--- config.mk ---
export PLATFORM = sky130hd
export DESIGN_NAME = pcc_clock_ctrl
export DESIGN_NICKNAME = d
export VERILOG_FILES = /design/src/hdl/pcc_pkg.sv /design/src/hdl/pcc_clk_div.sv /design/src/hdl/pcc_clock_ctrl.sv
export SDC_FILE = /design/constraint.sdc
export NUM_CORES = 1
export LEC_CHECK = 0
export ABC_AREA = 0
export BUFFER_PORTS_ARGS = -buffer_cell sky130_fd_sc_hd__clkbuf_2
export CORE_MARGIN = 10
export CORE_UTILIZATION = 36
export DETAILED_ROUTE_END_ITERATION = 7
export PLACE_DENSITY_LB_ADDON = 0.25
export SLEW_MARGIN = 20
export SYNTH_ARGS = -nofsm -noshare
export SYNTH_HDL_FRONTEND = slang
export SYNTH_SLANG_ARGS = --single-unit
--- constraint.sdc ---
create_clock -name core_clk_i -period 3.1 [get_ports core_clk_i]
set_input_delay 0.62 -clock core_clk_i [delete_from_list [all_inputs] [get_ports core_clk_i]]
set_output_delay 0.62 -clock core_clk_i [all_outputs]
set_load 0.03 [all_outputs]
--- src/hdl/pcc_pkg.sv ---
// constants and types shared by the processor clock control block
package pcc_pkg;

  // register port
  localparam logic [15:0] PCC_CTRL_ADDR    = 16'h1072;
  localparam int          PCC_SRC_BIT      = 15;
  localparam int          PCC_NOM_LSB      = 12;
  localparam int          PCC_AUT_BIT      = 11;
  localparam int          PCC_ALT_LSB      = 8;
  localparam int          PCC_EXT_LSB      = 4;
  localparam int          PCC_STOP_ON_HALT_HOLD_BIT_BIT     = 1;
  localparam int          PCC_SCH_BIT      = 0;

  // reset values
  localparam logic [2:0]  PCC_NOM_RST      = 3'h0;
  localparam logic [2:0]  PCC_NOM_OUT_DEF  = 3'h1;
  localparam logic [2:0]  PCC_ALT_RST      = 3'h0;
  localparam logic [3:0]  PCC_EXT_RST      = 4'h0;
  localparam logic [2:0]  PCC_MUX_STRAP    = 3'h4;

  // speed codes
  localparam logic [2:0]  PCC_SPD_NOMINAL  = 3'h0;
  localparam logic [2:0]  PCC_SPD_INPUT    = 3'h0;

  // timing
  localparam int          PCC_CLK_PERIOD_NS = 10;
  localparam int          PCC_US_NS         = 1000;
  localparam logic [10:0] PCC_CYC_PER_US    = 11'(PCC_US_NS / PCC_CLK_PERIOD_NS);
  localparam logic [1:0]  PCC_STRAP_WAIT    = 2'h3;
  localparam logic [4:0]  PCC_DIR_HOLD_CYC  = 5'h10;

  typedef enum logic [1:0] {
    PCC_ST_RUN     = 2'h0,
    PCC_ST_STOPPED = 2'h1
  } pcc_state_t;

endpackage : pcc_pkg

--- src/hdl/pcc_clk_div.sv ---
// processor clock divider with glitch-free start and stop
`timescale 1ns/10ps
module pcc_clk_div
  import pcc_pkg::*;
(
  input  wire logic       core_clk_i,
  input  wire logic       arst_n_i,
  input  wire logic       run_i,
  input  wire logic [2:0] code_i,
  output logic            proc_clk_o,
  output logic            running_o
);

  typedef struct packed {
    logic [3:0] cnt;
    logic [3:0] per_m1;
    logic [3:0] high;
    logic       running;
    logic       out;
  } pcc_div_st_t;

  pcc_div_st_t s_r;
  pcc_div_st_t s_nxt;

  logic [3:0] per_m1_sel;
  logic [3:0] high_sel;

  // period and high time in core cycles; source rate is core_clk / 2
  always_comb begin
    per_m1_sel = 4'h1;
    high_sel   = 4'h1;
    case (code_i)
      3'h2: begin per_m1_sel = 4'h3; high_sel = 4'h2;  end
      3'h3: begin per_m1_sel = 4'h7; high_sel = 4'h2;  end
      3'h4: begin per_m1_sel = 4'h7; high_sel = 4'h6;  end
      3'h5: begin per_m1_sel = 4'hf; high_sel = 4'h2;  end
      3'h6: begin per_m1_sel = 4'hf; high_sel = 4'he;  end
      default: begin per_m1_sel = 4'h1; high_sel = 4'h1; end
    endcase
  end

  always_comb begin
    s_nxt = s_r;
    // new rate, start and stop take effect only at the end of the low phase
    if (!s_r.running || s_r.cnt == s_r.per_m1) begin  // see RULE17
      s_nxt.cnt     = 4'h0;
      s_nxt.per_m1  = per_m1_sel;
      s_nxt.high    = high_sel;
      s_nxt.running = run_i;
    end else begin
      s_nxt.cnt = s_r.cnt + 4'h1;
    end
    s_nxt.out = s_nxt.running && (s_nxt.cnt < s_nxt.high);  // see RULE1
  end

  always_ff @(posedge core_clk_i or negedge arst_n_i) begin
    if (!arst_n_i) begin
      s_r <= '0;
    end else begin
      s_r <= s_nxt;
    end
  end

  assign proc_clk_o = s_r.out;
  assign running_o  = s_r.running;

endmodule : pcc_clk_div

--- src/hdl/pcc_clock_ctrl.sv ---
// processor clock slowdown, hold extension and clock stop control
`timescale 1ns/10ps
// Operation
// RULE1 - alternate speed code picks nominal, undivided, /2, /4 or /8 with duty choice
// RULE2 - hold extension code stretches hold after refresh by that many microseconds
// RULE3 - input_a asserted forces hold extension to zero
// RULE4 - input_a released restores the programmed hold extension
// RULE5 - software writes zero to reserved bits 3 and 2
// RULE6 - stop-on-halt-hold bit stops clock at next halt with hold
// RULE7 - after wake the halt-hold stop bit stays set and stops again
// RULE8 - stop-on-hold bit stops clock at next hold cycle
// RULE9 - unmasked interrupt or nmi restarts clock and clears stop-on-hold bit
// RULE10 - refresh keeps running while the processor clock is stopped
// RULE11 - use clock stop only when this block generates the processor clock
// RULE12 - system reset clears stop bits, alternate speed and hold extension
// RULE13 - multiplexer select outputs show 100 throughout system reset
// RULE14 - strap at select 100 low keeps clock pin output, nominal undivided
// RULE15 - strap high starts clock pin as output then turns it to input
// RULE16 - without auto switching input_a picks nominal or alternate speed
// RULE17 - clock starts and stops only on a phase boundary
module pcc_clock_ctrl
  import pcc_pkg::*;
(
  input  wire logic        core_clk_i,
  input  wire logic        arst_n_i,
  input  wire logic        sys_rst_i,
  input  wire logic        input_a_i,
  input  wire logic        halt_i,
  input  wire logic        hold_i,
  input  wire logic        mux_req_i,
  input  wire logic        irq_i,
  input  wire logic        nmi_i,
  input  wire logic        refresh_busy_i,
  input  wire logic [2:0]  mux_sel_i,
  input  wire logic [15:0] io_addr_i,
  input  wire logic        io_wr_i,
  input  wire logic        io_rd_i,
  input  wire logic [15:0] io_wdata_i,
  output logic [15:0]      io_rdata_o,
  output logic [2:0]       mux_sel_o,
  output logic             proc_clk_o,
  output logic             proc_clk_oe_o,
  output logic             proc_clk_stopped_o,
  output logic             hold_req_o,
  output logic             refresh_req_o
);

  typedef struct packed {
    logic       rst_m;
    logic       rst_s;
    logic       input_a_m;
    logic       input_a_s;
    logic       halt_m;
    logic       halt_s;
    logic       hold_m;
    logic       hold_s;
    logic       req_m;
    logic       req_s;
    logic       src;
    logic [2:0] nom;
    logic       aut;
    logic [2:0] alt;
    logic [3:0] ext;
    logic       stop_on_halt_hold_bit;
    logic       stop_on_hold_bit;
    pcc_state_t state;
    logic [1:0] strap_cnt;
    logic       strap_done;
    logic [4:0] dir_cnt;
    logic       busy_d;
    logic [10:0] ext_cnt;
    logic [15:0] rdata;
  } pcc_st_t;

  pcc_st_t s_r;
  pcc_st_t s_nxt;

  logic [2:0] speed_code;
  logic [3:0] ext_eff;
  logic       dir_hold;
  logic       wake;
  logic       stop_cond;
  logic       ctrl_hit;
  logic       div_running;

  // input_a asserted runs nominal speed; released runs the alternate setting
  always_comb begin
    speed_code = s_r.nom;
    if (!s_r.input_a_s && s_r.alt != PCC_SPD_NOMINAL) begin  // see RULE16
      speed_code = s_r.alt;  // see RULE1
    end
  end

  assign ext_eff   = s_r.input_a_s ? 4'h0 : s_r.ext;  // see RULE3 see RULE4
  assign dir_hold  = s_r.dir_cnt != 5'h0;
  assign wake      = irq_i || nmi_i;
  assign stop_cond = (s_r.stop_on_halt_hold_bit && s_r.halt_s && s_r.hold_s)  // see RULE6
                  || (s_r.stop_on_hold_bit && s_r.hold_s);                // see RULE8
  assign ctrl_hit  = io_addr_i == PCC_CTRL_ADDR;

  always_comb begin
    s_nxt = s_r;
    s_nxt.rst_m   = sys_rst_i;
    s_nxt.rst_s   = s_r.rst_m;
    s_nxt.input_a_m = input_a_i;
    s_nxt.input_a_s = s_r.input_a_m;
    s_nxt.halt_m  = halt_i;
    s_nxt.halt_s  = s_r.halt_m;
    s_nxt.hold_m  = hold_i;
    s_nxt.hold_s  = s_r.hold_m;
    s_nxt.req_m   = mux_req_i;
    s_nxt.req_s   = s_r.req_m;
    s_nxt.busy_d  = refresh_busy_i;

    // register write; reserved bits 3 and 2 are dropped
    if (io_wr_i && ctrl_hit) begin  // see RULE5
      s_nxt.src  = io_wdata_i[PCC_SRC_BIT];
      s_nxt.nom  = io_wdata_i[PCC_NOM_LSB +: 3];
      s_nxt.aut  = io_wdata_i[PCC_AUT_BIT];
      s_nxt.alt  = io_wdata_i[PCC_ALT_LSB +: 3];
      s_nxt.ext  = io_wdata_i[PCC_EXT_LSB +: 4];
      s_nxt.stop_on_halt_hold_bit = io_wdata_i[PCC_STOP_ON_HALT_HOLD_BIT_BIT];
      s_nxt.stop_on_hold_bit  = io_wdata_i[PCC_SCH_BIT];
    end

    // clock stop and restart
    case (s_r.state)
      PCC_ST_RUN: begin
        if (stop_cond && !wake) begin
          s_nxt.state = PCC_ST_STOPPED;
        end
      end
      // wake beats a stop seen in the same cycle; a software write of the hold stop bit beats the clear
      PCC_ST_STOPPED: begin
        if (wake) begin
          s_nxt.state = PCC_ST_RUN;  // see RULE7
          if (!(io_wr_i && ctrl_hit)) begin
            s_nxt.stop_on_hold_bit = 1'b0;  // see RULE9
          end
        end
      end
      default: s_nxt.state = PCC_ST_RUN;
    endcase

    // hold extension after each refresh
    // input_a drops a running extension at once so the switch acts without delay
    if (s_r.input_a_s) begin
      s_nxt.ext_cnt = 11'h0;  // see RULE3
    end else if (s_r.busy_d && !refresh_busy_i) begin
      s_nxt.ext_cnt = 11'(ext_eff) * PCC_CYC_PER_US;  // see RULE2
    end else if (s_r.ext_cnt != 11'h0) begin
      s_nxt.ext_cnt = s_r.ext_cnt - 11'h1;
    end

    // strap sampling and pin direction after system reset
    // req_s lags the pin by two flops; the select has shown 100 for the whole wait
    if (!s_r.strap_done) begin
      if (s_r.strap_cnt == PCC_STRAP_WAIT) begin
        s_nxt.strap_done = 1'b1;
        if (s_r.req_s) begin
          s_nxt.nom     = PCC_SPD_INPUT;  // see RULE15
          s_nxt.dir_cnt = PCC_DIR_HOLD_CYC;
        end else begin
          s_nxt.nom = PCC_NOM_OUT_DEF;  // see RULE14
        end
      end else begin
        s_nxt.strap_cnt = s_r.strap_cnt + 2'h1;
      end
    end else if (dir_hold) begin
      s_nxt.dir_cnt = s_r.dir_cnt - 5'h1;
    end

    s_nxt.rdata = 16'h0;
    if (io_rd_i && ctrl_hit) begin
      s_nxt.rdata = {s_r.src, s_r.nom, s_r.aut, s_r.alt, s_r.ext, 2'h0, s_r.stop_on_halt_hold_bit, s_r.stop_on_hold_bit};
    end

    // system reset restores defaults and restarts strap sampling
    if (s_r.rst_s) begin  // see RULE12
      s_nxt.src        = 1'b0;
      s_nxt.nom        = PCC_NOM_RST;
      s_nxt.aut        = 1'b0;
      s_nxt.alt        = PCC_ALT_RST;
      s_nxt.ext        = PCC_EXT_RST;
      s_nxt.stop_on_halt_hold_bit       = 1'b0;
      s_nxt.stop_on_hold_bit        = 1'b0;
      s_nxt.state      = PCC_ST_RUN;
      s_nxt.strap_cnt  = 2'h0;
      s_nxt.strap_done = 1'b0;
      s_nxt.dir_cnt    = 5'h0;
      s_nxt.ext_cnt    = 11'h0;
    end
  end

  always_ff @(posedge core_clk_i or negedge arst_n_i) begin
    if (!arst_n_i) begin
      s_r       <= '0;
      s_r.state <= PCC_ST_RUN;
    end else begin
      s_r <= s_nxt;
    end
  end

  // stop requests reach the divider only through run_i, which it takes at the end of a low phase
  pcc_clk_div u_div (
    .core_clk_i (core_clk_i),
    .arst_n_i   (arst_n_i),
    .run_i      (s_r.state == PCC_ST_RUN),  // see RULE17
    .code_i     (speed_code),
    .proc_clk_o (proc_clk_o),
    .running_o  (div_running)
  );

  // pin is driven during reset, while the strap delay and then the direction hold run, or for output codes
  assign proc_clk_oe_o      = s_r.rst_s || !s_r.strap_done || dir_hold || speed_code != PCC_SPD_INPUT;  // see RULE15
  assign mux_sel_o          = (s_r.rst_s || !s_r.strap_done) ? PCC_MUX_STRAP : mux_sel_i;  // see RULE13
  assign proc_clk_stopped_o = !div_running;
  assign hold_req_o         = refresh_busy_i || s_r.ext_cnt != 11'h0;
  assign refresh_req_o      = refresh_busy_i;  // see RULE10
  assign io_rdata_o         = s_r.rdata;

endmodule : pcc_clock_ctrl

# [Yosys cells after proc, flatten, opt, wreduce, memory -nomap -nowiden]
# Cells that the tools add are included.
[op_classes] n_lt_le_gt_ge=1 n_mul=1 n_addsub=4 mux=28 eq_ne=14 n_reduce_logical=36
[ops] operator="$mux W11" count=4
[ops] operator="$mux W24" count=1
[ops] operator="$pmux W4 S3" count=2
[ops] operator="$mux W5" count=4
[ops] operator="$mux W3" count=6
[ops] operator="$eq A16 B13 Y1 const B" count=1
[ops] operator="$mux W16" count=1
[ops] operator="$mux W14" count=1
[ops] operator="$reduce_bool A3 Y1" count=4
[ops] operator="$reduce_bool A11 Y1" count=1
[ops] operator="$sub A11 B1 Y11 const B" count=1
[ops] operator="$eq A3 B3 Y1 const B" count=3
[ops] operator="$logic_and A1 B1 Y1" count=9
[ops] operator="$mul A4 B5 Y9 const B" count=1
[ops] operator="$mux W4" count=2
[ops] operator="$logic_or A1 B1 Y1" count=7
[ops] operator="$eq A3 B2 Y1 const B" count=2
[ops] operator="$mux W6" count=1
[ops] operator="$ne A3 B3 Y1 const B" count=2
[ops] operator="$logic_not A1 Y1" count=5
[ops] operator="$reduce_bool A5 Y1" count=1
[ops] operator="$sub A5 B1 Y5 const B" count=1
[ops] operator="$add A4 B1 Y4 const B" count=1
[ops] operator="$eq A4 B4 Y1" count=1
[ops] operator="other kinds (17)" count=22
[word_totals] output_inout_bits=24 reg_bits=76

# [Depth between registers and ports, before layout]
# Gate-level depths: netlist of run 1.
[depth] word_depth=9 mapped_depth=10

# [Modules after synthesis]
# Synthesis of run 1 repeated with hierarchy kept, for this count alone.
[unflattened] hier_cells=369 hier_area_um2=3876.2
[modules_own_cells] module="pcc_clock_ctrl" n_inst=1 cells_per_inst=302 area_per_inst_um2=3158.0
[modules_own_cells] module="pcc_clk_div" n_inst=1 cells_per_inst=67 area_per_inst_um2=718.2

# [Worst setup path before layout of run 1]
# OpenSTA, ideal clock, no wires.
[synth_timing] kind="register to output" start="register s_r[24] in the netlist's numbering" end="output hold_req_o" slack_ns=0.705 required_time_ns=2.480 n_path_buf=1 stages_incl_launch_ff=5 arrival_ns=1.775 path_cell_list="dfrtp_1 or4_1 or4_1 buf_2 or2_2"
[synth_via] elab_chain_cells=2
[synth_rtl] item="start: declaration" line_no="pcc_clock_ctrl.sv:75" text="pcc_st_t s_r;"
[synth_rtl] item="start signal: assignment" line_no="pcc_clock_ctrl.sv:200" text="s_r <= s_nxt;"
[synth_rtl] item="$reduce_bool A11 Y1" line_no="pcc_clock_ctrl.sv:218" text="assign hold_req_o = refresh_busy_i || s_r.ext_cnt != 11'h0;"
[synth_rtl] item="$logic_or A1 B1 Y1" line_no="pcc_clock_ctrl.sv:218"
[synth_rtl] item="end: declaration" line_no="pcc_clock_ctrl.sv:44" text="output logic hold_req_o,"
# Every way passes these cells.

# [Worst setup path after layout of run 1]
[layout_timing] start="register s_r[23] in the netlist's numbering" end="output hold_req_o"
# The elaborated chain is that of the path after synthesis.

==> flow_summary.json, run 1 <==
{
  "dieArea_um2": 14900,
  "crit_family": "simple AND/OR/NAND/NOR gates",
  "syn-instance-count": 351,
  "ir_drop_mv": 0.245,
  "seq_area_um2": 1830,
  "cp.depth": 4,
  "clock_latency_ns": 0.35,
  "worst_pin_slew_ns": 0.900,
  "layout-drive-gt1-share_pct": 22.8,
  "via_per_inst": 4.81,
  "overflow": 0,
  "yosys.cell_types.count": 48,
  "row_count": 37,
  "drt_pass1_iterations": 4,
  "min_to": "s_r[54]",
  "nets": 473,
  "track_usage_pct": 11.5,
  "crit_buf_inv": 1,
  "min_path_cells": 0,
  "min_from": "s_nxt[54]",
  "finalSetupTns_ns": 0,
  "io_pins": 71,
  "clk_pin_slew_ns": 0.08,
  "reg2reg_slack_ns": 0.64,
  "clockBufferDepth": 2,
  "final_core_util_pct": 42.7,
  "synth-seq-cells": 73,
  "io_buffer_count": 66,
  "cp-end-kind": "output pin",
  "avgSynthCellArea_um2": 10.7,
  "dp_hpwl_um": 6110,
  "start_util_pct": 36.7,
  "period_share_pct": 91.3,
  "crit_path_start_kind": "register",
  "crit_type": "register to output pin",
  "die_y_um": 122,
  "finalCriticalPeriod_ns": 2.83,
  "vias": 2640,
  "fmax_mhz": 353,
  "coreArea_um2": 10200,
  "grt_pass1_wl_um": 13700,
  "reg2reg_depth": 9,
  "max_stage_delay_ns": 0.50,
  "power_mw": 2.65,
  "layout_commonest_cell": "dfrtp_1",
  "area_growth_syn_to_layout_pct": 16.3,
  "power.density_nw_per_um2": 606,
  "routed_wl_um": 8160,
  "wire_per_inst_um": 14.9,
  "grt_pass1_vias": 2811,
  "final_antenna_net_count": 0,
  "post-cts-setup-buffers": 0,
  "hold_viol_final": 0,
  "hold_path.class": "register to register",
  "cp_max_fo": 6,
  "fin_ws_ns": 0.268,
  "cts_made_buffers": 9,
  "maxCapViolCount": 0,
  "r2r-end": "u_div.proc_clk_o",
  "r2r_start": "s_r[58]",
  "cp.arrival_ns": 2.21,
  "synthArstFlopShare_pct": 100,
  "n_antenna_cell": 0,
  "gp_routability_congestion": 0.816,
  "slowest_stage": "or4_1",
  "skew_ns": 0.0143,
  "synth_edf_count": 0,
  "layout_common_cells": "dfrtp_1 (73), clkbuf_2 (65), nand2b_1 (29)",
  "die_x_um": 122,
  "dp_slack_ns": 0.514,
  "relSlewSlack_pct": 40.0,
  "p_leak_nw": 2.12,
  "grt_max_degree": 74,
  "synth_flop_cell": "dfrtp_1",
  "ys_warn_count": 0,
  "clk_root_buffer_cell": "clkbuf_8",
  "drv_slew": 0,
  "path_cells": "or4_1 -> or4_4 -> or2_2 -> clkbuf_2",
  "cts_tree": "yes",
  "critical_path_required_ns": 2.48,
  "antenna_found_initial": 0,
  "num-fill-cells": 989,
  "h-tree-depth": 3,
  "setup-violations-final": 0,
  "multi_input_area_um2": 1720,
  "first_iter_violations": 113,
  "clock_sinks": 73,
  "status": "complete, no violations",
  "rsz0062_at_grt": "no",
  "yosysSeqAreaShare_pct": 48.6,
  "netlist_area_um2": 3760,
  "drc": 0
}
[synth_stat cells (2+ instances only)]
library cell | number | area share [%]
and3_1 | 2 | 0.33
or2_2 | 2 | 0.33
a22oi_1 | 2 | 0.40
o21bai_1 | 3 | 0.60
nor4bb_1 | 3 | 0.80
nand3b_1 | 2 | 0.40
a211oi_1 | 7 | 1.4
or3_1 | 3 | 0.50
nand2_1 | 15 | 1.5
and2_1 | 18 | 3.0
a21o_1 | 4 | 0.80
inv_1 | 13 | 1.3
nand3_1 | 7 | 0.93
nand2b_1 | 29 | 4.8
ha_1 | 17 | 5.7
dfrtp_1 | 73 | 49
nor4b_1 | 4 | 0.93
buf_2 | 2 | 0.27
o21ai_0 | 5 | 0.67
o31a_1 | 2 | 0.47
nor4_1 | 5 | 0.83
a21boi_0 | 4 | 0.80
a22o_1 | 4 | 0.93
a21oi_1 | 13 | 1.7
mux2i_1 | 16 | 4.3
nor2b_1 | 11 | 1.8
clkbuf_1 | 7 | 0.70
nor2_1 | 20 | 2.0
or4_1 | 2 | 0.40
xnor2_1 | 10 | 2.3
buf_4 | 18 | 3.6
xor2_1 | 8 | 1.9
nor3_1 | 3 | 0.40
o31ai_1 | 3 | 0.60
[flip-flops by register name (all words and copies together) (netlist names)]
| register | count |
|---|---|
| io_rdata_o | 14 |
| s_nxt | 5 |
| s_r | 40 |
| u_div.proc_clk_o | 1 |
| u_div.running_o | 1 |
| u_div.s_r | 12 |
[worst max-delay path by stage]
stage                        from          to
final                     s_r[23]  hold_req_o
after global routing      s_r[16]  hold_req_o
after global placement    s_r[23]  hold_req_o
after floorplan           s_r[24]  hold_req_o
after CTS                 s_r[16]  hold_req_o
after detailed placement  s_r[19]  hold_req_o
[worst register-to-register path: stages, from the launching register on]
cell and delay (ns):
dfrtp_1 0.49, o21bai_1 0.20, a21oi_1 0.48, o31a_1 0.32, a22oi_1 0.13, ha_1 0.22
a21o_1 0.17, a21oi_1 0.13, o221ai_1 0.11, a21oi_1 0.14
[logic make-up (layout without fill, tap and decap cells)]
group,count (synthesis),in the layout,share of synthesized area (%)
AOI/OAI and AO/OA,56,56,10.9
xor gates and xnor gates,18,18,4.19
adders and majority gates,18,18,6.19
buffers and inverters,40,101,5.86
DFF,73,73,48.6
muxes,16,16,4.26
other,1,2,0.0998
and+or+nand+nor,129,129,19.9
[timing repair]
item,in CTS,in global routing
hold buffers,0,0
gates resized for setup,0,1
setup endpoints to repair,0,1
[routing by layer]
layer,GRT usage (%),share of wire (%),vias to the layer above
li1,-,-,1310
met3,3.56,5.7,13
met5,0,0,-
met4,5.23,1.8,0
met1,14.8,47,1262
met2,17.5,45,55
[metrics by stage]
step                instances  hold slack [ns]  instance area [um2]
floorplan                 352            0.324                 3760
finish                    549            0.354                 4370
detailed placement        533            0.335                 4140
CTS                       549            0.353                 4370
global route              549            0.351                 4370
global placement          533            0.334                 4140
[area by class of cell]
cell class                      count  share of cell area [%]
Clock buffer                       12                    3.55
Clock inverter                      4                    1.69
Inverter                           13                    1.12
Multi-Input combinational cell    239                    39.3
Sequential cell                    73                    41.8
Tap cell                          136                    3.89
Timing Repair Buffer               72                    8.64
[where the power goes]
part           switching [mW]  leakage (nW)  internal, mW
combinational           0.379          1.04         0.308
sequential             0.0712         0.967          1.04
clock                   0.356         0.117         0.499
total                   0.806          2.12          1.85
Note: power is estimated with default switching activity, not from simulation.
==> run 2, diff against run 1 <==
==> constraint.sdc (replaced) <==
create_clock -name core_clk_i -period 3.1 [get_ports core_clk_i]
set_input_delay 0.62 -clock core_clk_i [delete_from_list [all_inputs] [get_ports core_clk_i]]
set_output_delay 0.62 -clock core_clk_i [all_outputs]
set_load 0.05 [all_outputs]
==> run 2 against run 1 <==
Effect of this change:
- worst hold slack worse by 0.0025 ns
- global-route usage grew 0.11 points
- worst setup slack got worse by 0.091 ns
- first-iteration DRC count up 35%
- utilization rose by 0.073 points
- register-to-register slack hardly changed
- fmax shrank 3.1%
- final area grew 0.17%
- via count up 0.27%
- final cell count is the same
- combinational power is 3% higher
- critical path type unchanged
- largest cell class unchanged
==> flow_summary.json, run 2 (synthesis results as in run 1) <==
{
  "worst_pin_slew_ns": 0.914,
  "dp_slack_ns": 0.436,
  "n_antenna_cell": 0,
  "dp_hpwl_um": 6110,
  "clk_root_buffer_cell": "clkbuf_8",
  "overflow": 0,
  "final_antenna_net_count": 0,
  "reg2reg_depth": 9,
  "grt_pass1_vias": 2839,
  "finalSetupTns_ns": 0,
  "final_core_util_pct": 42.8,
  "drt_pass1_iterations": 4,
  "maxCapViolCount": 0,
  "wire_per_inst_um": 14.8,
  "die_y_um": 122,
  "cp-end-kind": "output pin",
  "status": "complete, no violations",
  "grt_max_degree": 74,
  "track_usage_pct": 11.6,
  "antenna_found_initial": 0,
  "cp.arrival_ns": 2.30,
  "post-cts-setup-buffers": 0,
  "via_per_inst": 4.82,
  "drc": 0,
  "min_path_cells": 0,
  "io_pins": 71,
  "clockBufferDepth": 2,
  "first_iter_violations": 153,
  "regMostFlops": "s_r",
  "fin_ws_ns": 0.177,
  "largest_reg_flops": 40,
  "place_area_um2": 4150,
  "io_buffer_count": 66,
  "hold_ws_ns": 0.351,
  "hold_viol_final": 0,
  "postLayoutCellArea_um2": 4380,
  "rsz0062_at_grt": "no",
  "crit_type": "register to output pin",
  "ir_drop_mv": 0.277,
  "die_x_um": 122,
  "row_count": 37,
  "relSlewSlack_pct": 39.1,
  "setup-violations-final": 0,
  "hold_path.class": "register to register",
  "crit_path_start_kind": "register",
  "layout_commonest_cell": "dfrtp_1",
  "min_to": "s_r[52]",
  "area_growth_syn_to_layout_pct": 16.5,
  "r2r_start": "s_r[58]",
  "cts_tree": "yes",
  "min_from": "s_nxt[52]",
  "layout-drive-gt1-share_pct": 22.8,
  "period_share_pct": 94.3,
  "p_leak_nw": 2.13,
  "cp_max_fo": 6,
  "skew_ns": 0.00851,
  "cts_made_buffers": 9,
  "clk_pin_slew_ns": 0.07,
  "fmax_mhz": 342,
  "drv_slew": 0,
  "nets": 474,
  "reg2reg_slack_ns": 0.65,
  "fin_cells": 549,
  "start_util_pct": 36.7,
  "h-tree-depth": 3,
  "dieArea_um2": 14900,
  "gp_routability_congestion": 0.796,
  "clock_latency_ns": 0.35,
  "coreArea_um2": 10200,
  "layout_common_cells": "dfrtp_1 (73), clkbuf_2 (65), nand2b_1 (29)",
  "place_inst": 534,
  "power_mw": 2.67,
  "power.density_nw_per_um2": 609,
  "r2r-end": "u_div.proc_clk_o",
  "clock_sinks": 73,
  "critical_path_required_ns": 2.48,
  "finalCriticalPeriod_ns": 2.92,
  "routed_wl_um": 8120,
  "grt_pass1_wl_um": 13900,
  "vias": 2647
}
==> run 2: cell types whose count changed in the layout (fill, tap and decap cells not counted) <==
cell      change
buf_4         +1
clkbuf_8      +1
clkinv_2      -1
inv_6         -1
==> run 2: where the power goes <==
group / internal (mW) / total (mW) / switching [mW]
clock: 0.515 / 0.852 / 0.336
combinational: 0.305 / 0.707 / 0.403
sequential: 1.04 / 1.11 / 0.0710
==> run 2: how the worst max path moves through the flow <==
stage / startpoint / end / slack, ns
3_5_place_dp: s_r[24] / hold_req_o / 0.44
3_3_place_gp: s_r[23] / hold_req_o / 0.46
5_1_grt: s_r[16] / hold_req_o / 0.10
2_1_floorplan: s_r[24] / hold_req_o / 0.66
6_report: s_r[24] / hold_req_o / 0.18
4_1_cts: s_r[24] / hold_req_o / 0.04
==> run 2: critical path: stages, from the launching register on <==
cell	delay, ns
dfrtp_1	0.40
or4_1	0.53
or4_4	0.49
or2_2	0.30
clkbuf_2	0.24
==> run 2: routing by layer <==
layer  track usage, %  share of wire, %
met5                0                 0
met4             5.15               1.6
met1             14.6                46
met2             18.0                46
met3             3.70               5.8
==> run 2: cell type report <==
| cell class | instances | area (um2) |
|---|---|---|
| clock buffers | 13 | 169 |
| clock inverters | 2 | 60.1 |
| fillers | 989 | 5850 |
| inverters | 13 | 48.8 |
| multi-input cells | 239 | 1720 |
| flip-flops and latches | 73 | 1830 |
| well taps | 136 | 170 |
| repair buffers | 73 | 385 |
==> run 2: repair_timing <==
item,in CTS,in global routing
hold buffers,0,0
gates resized for setup,0,1
endpoints found under the setup margin,0,1
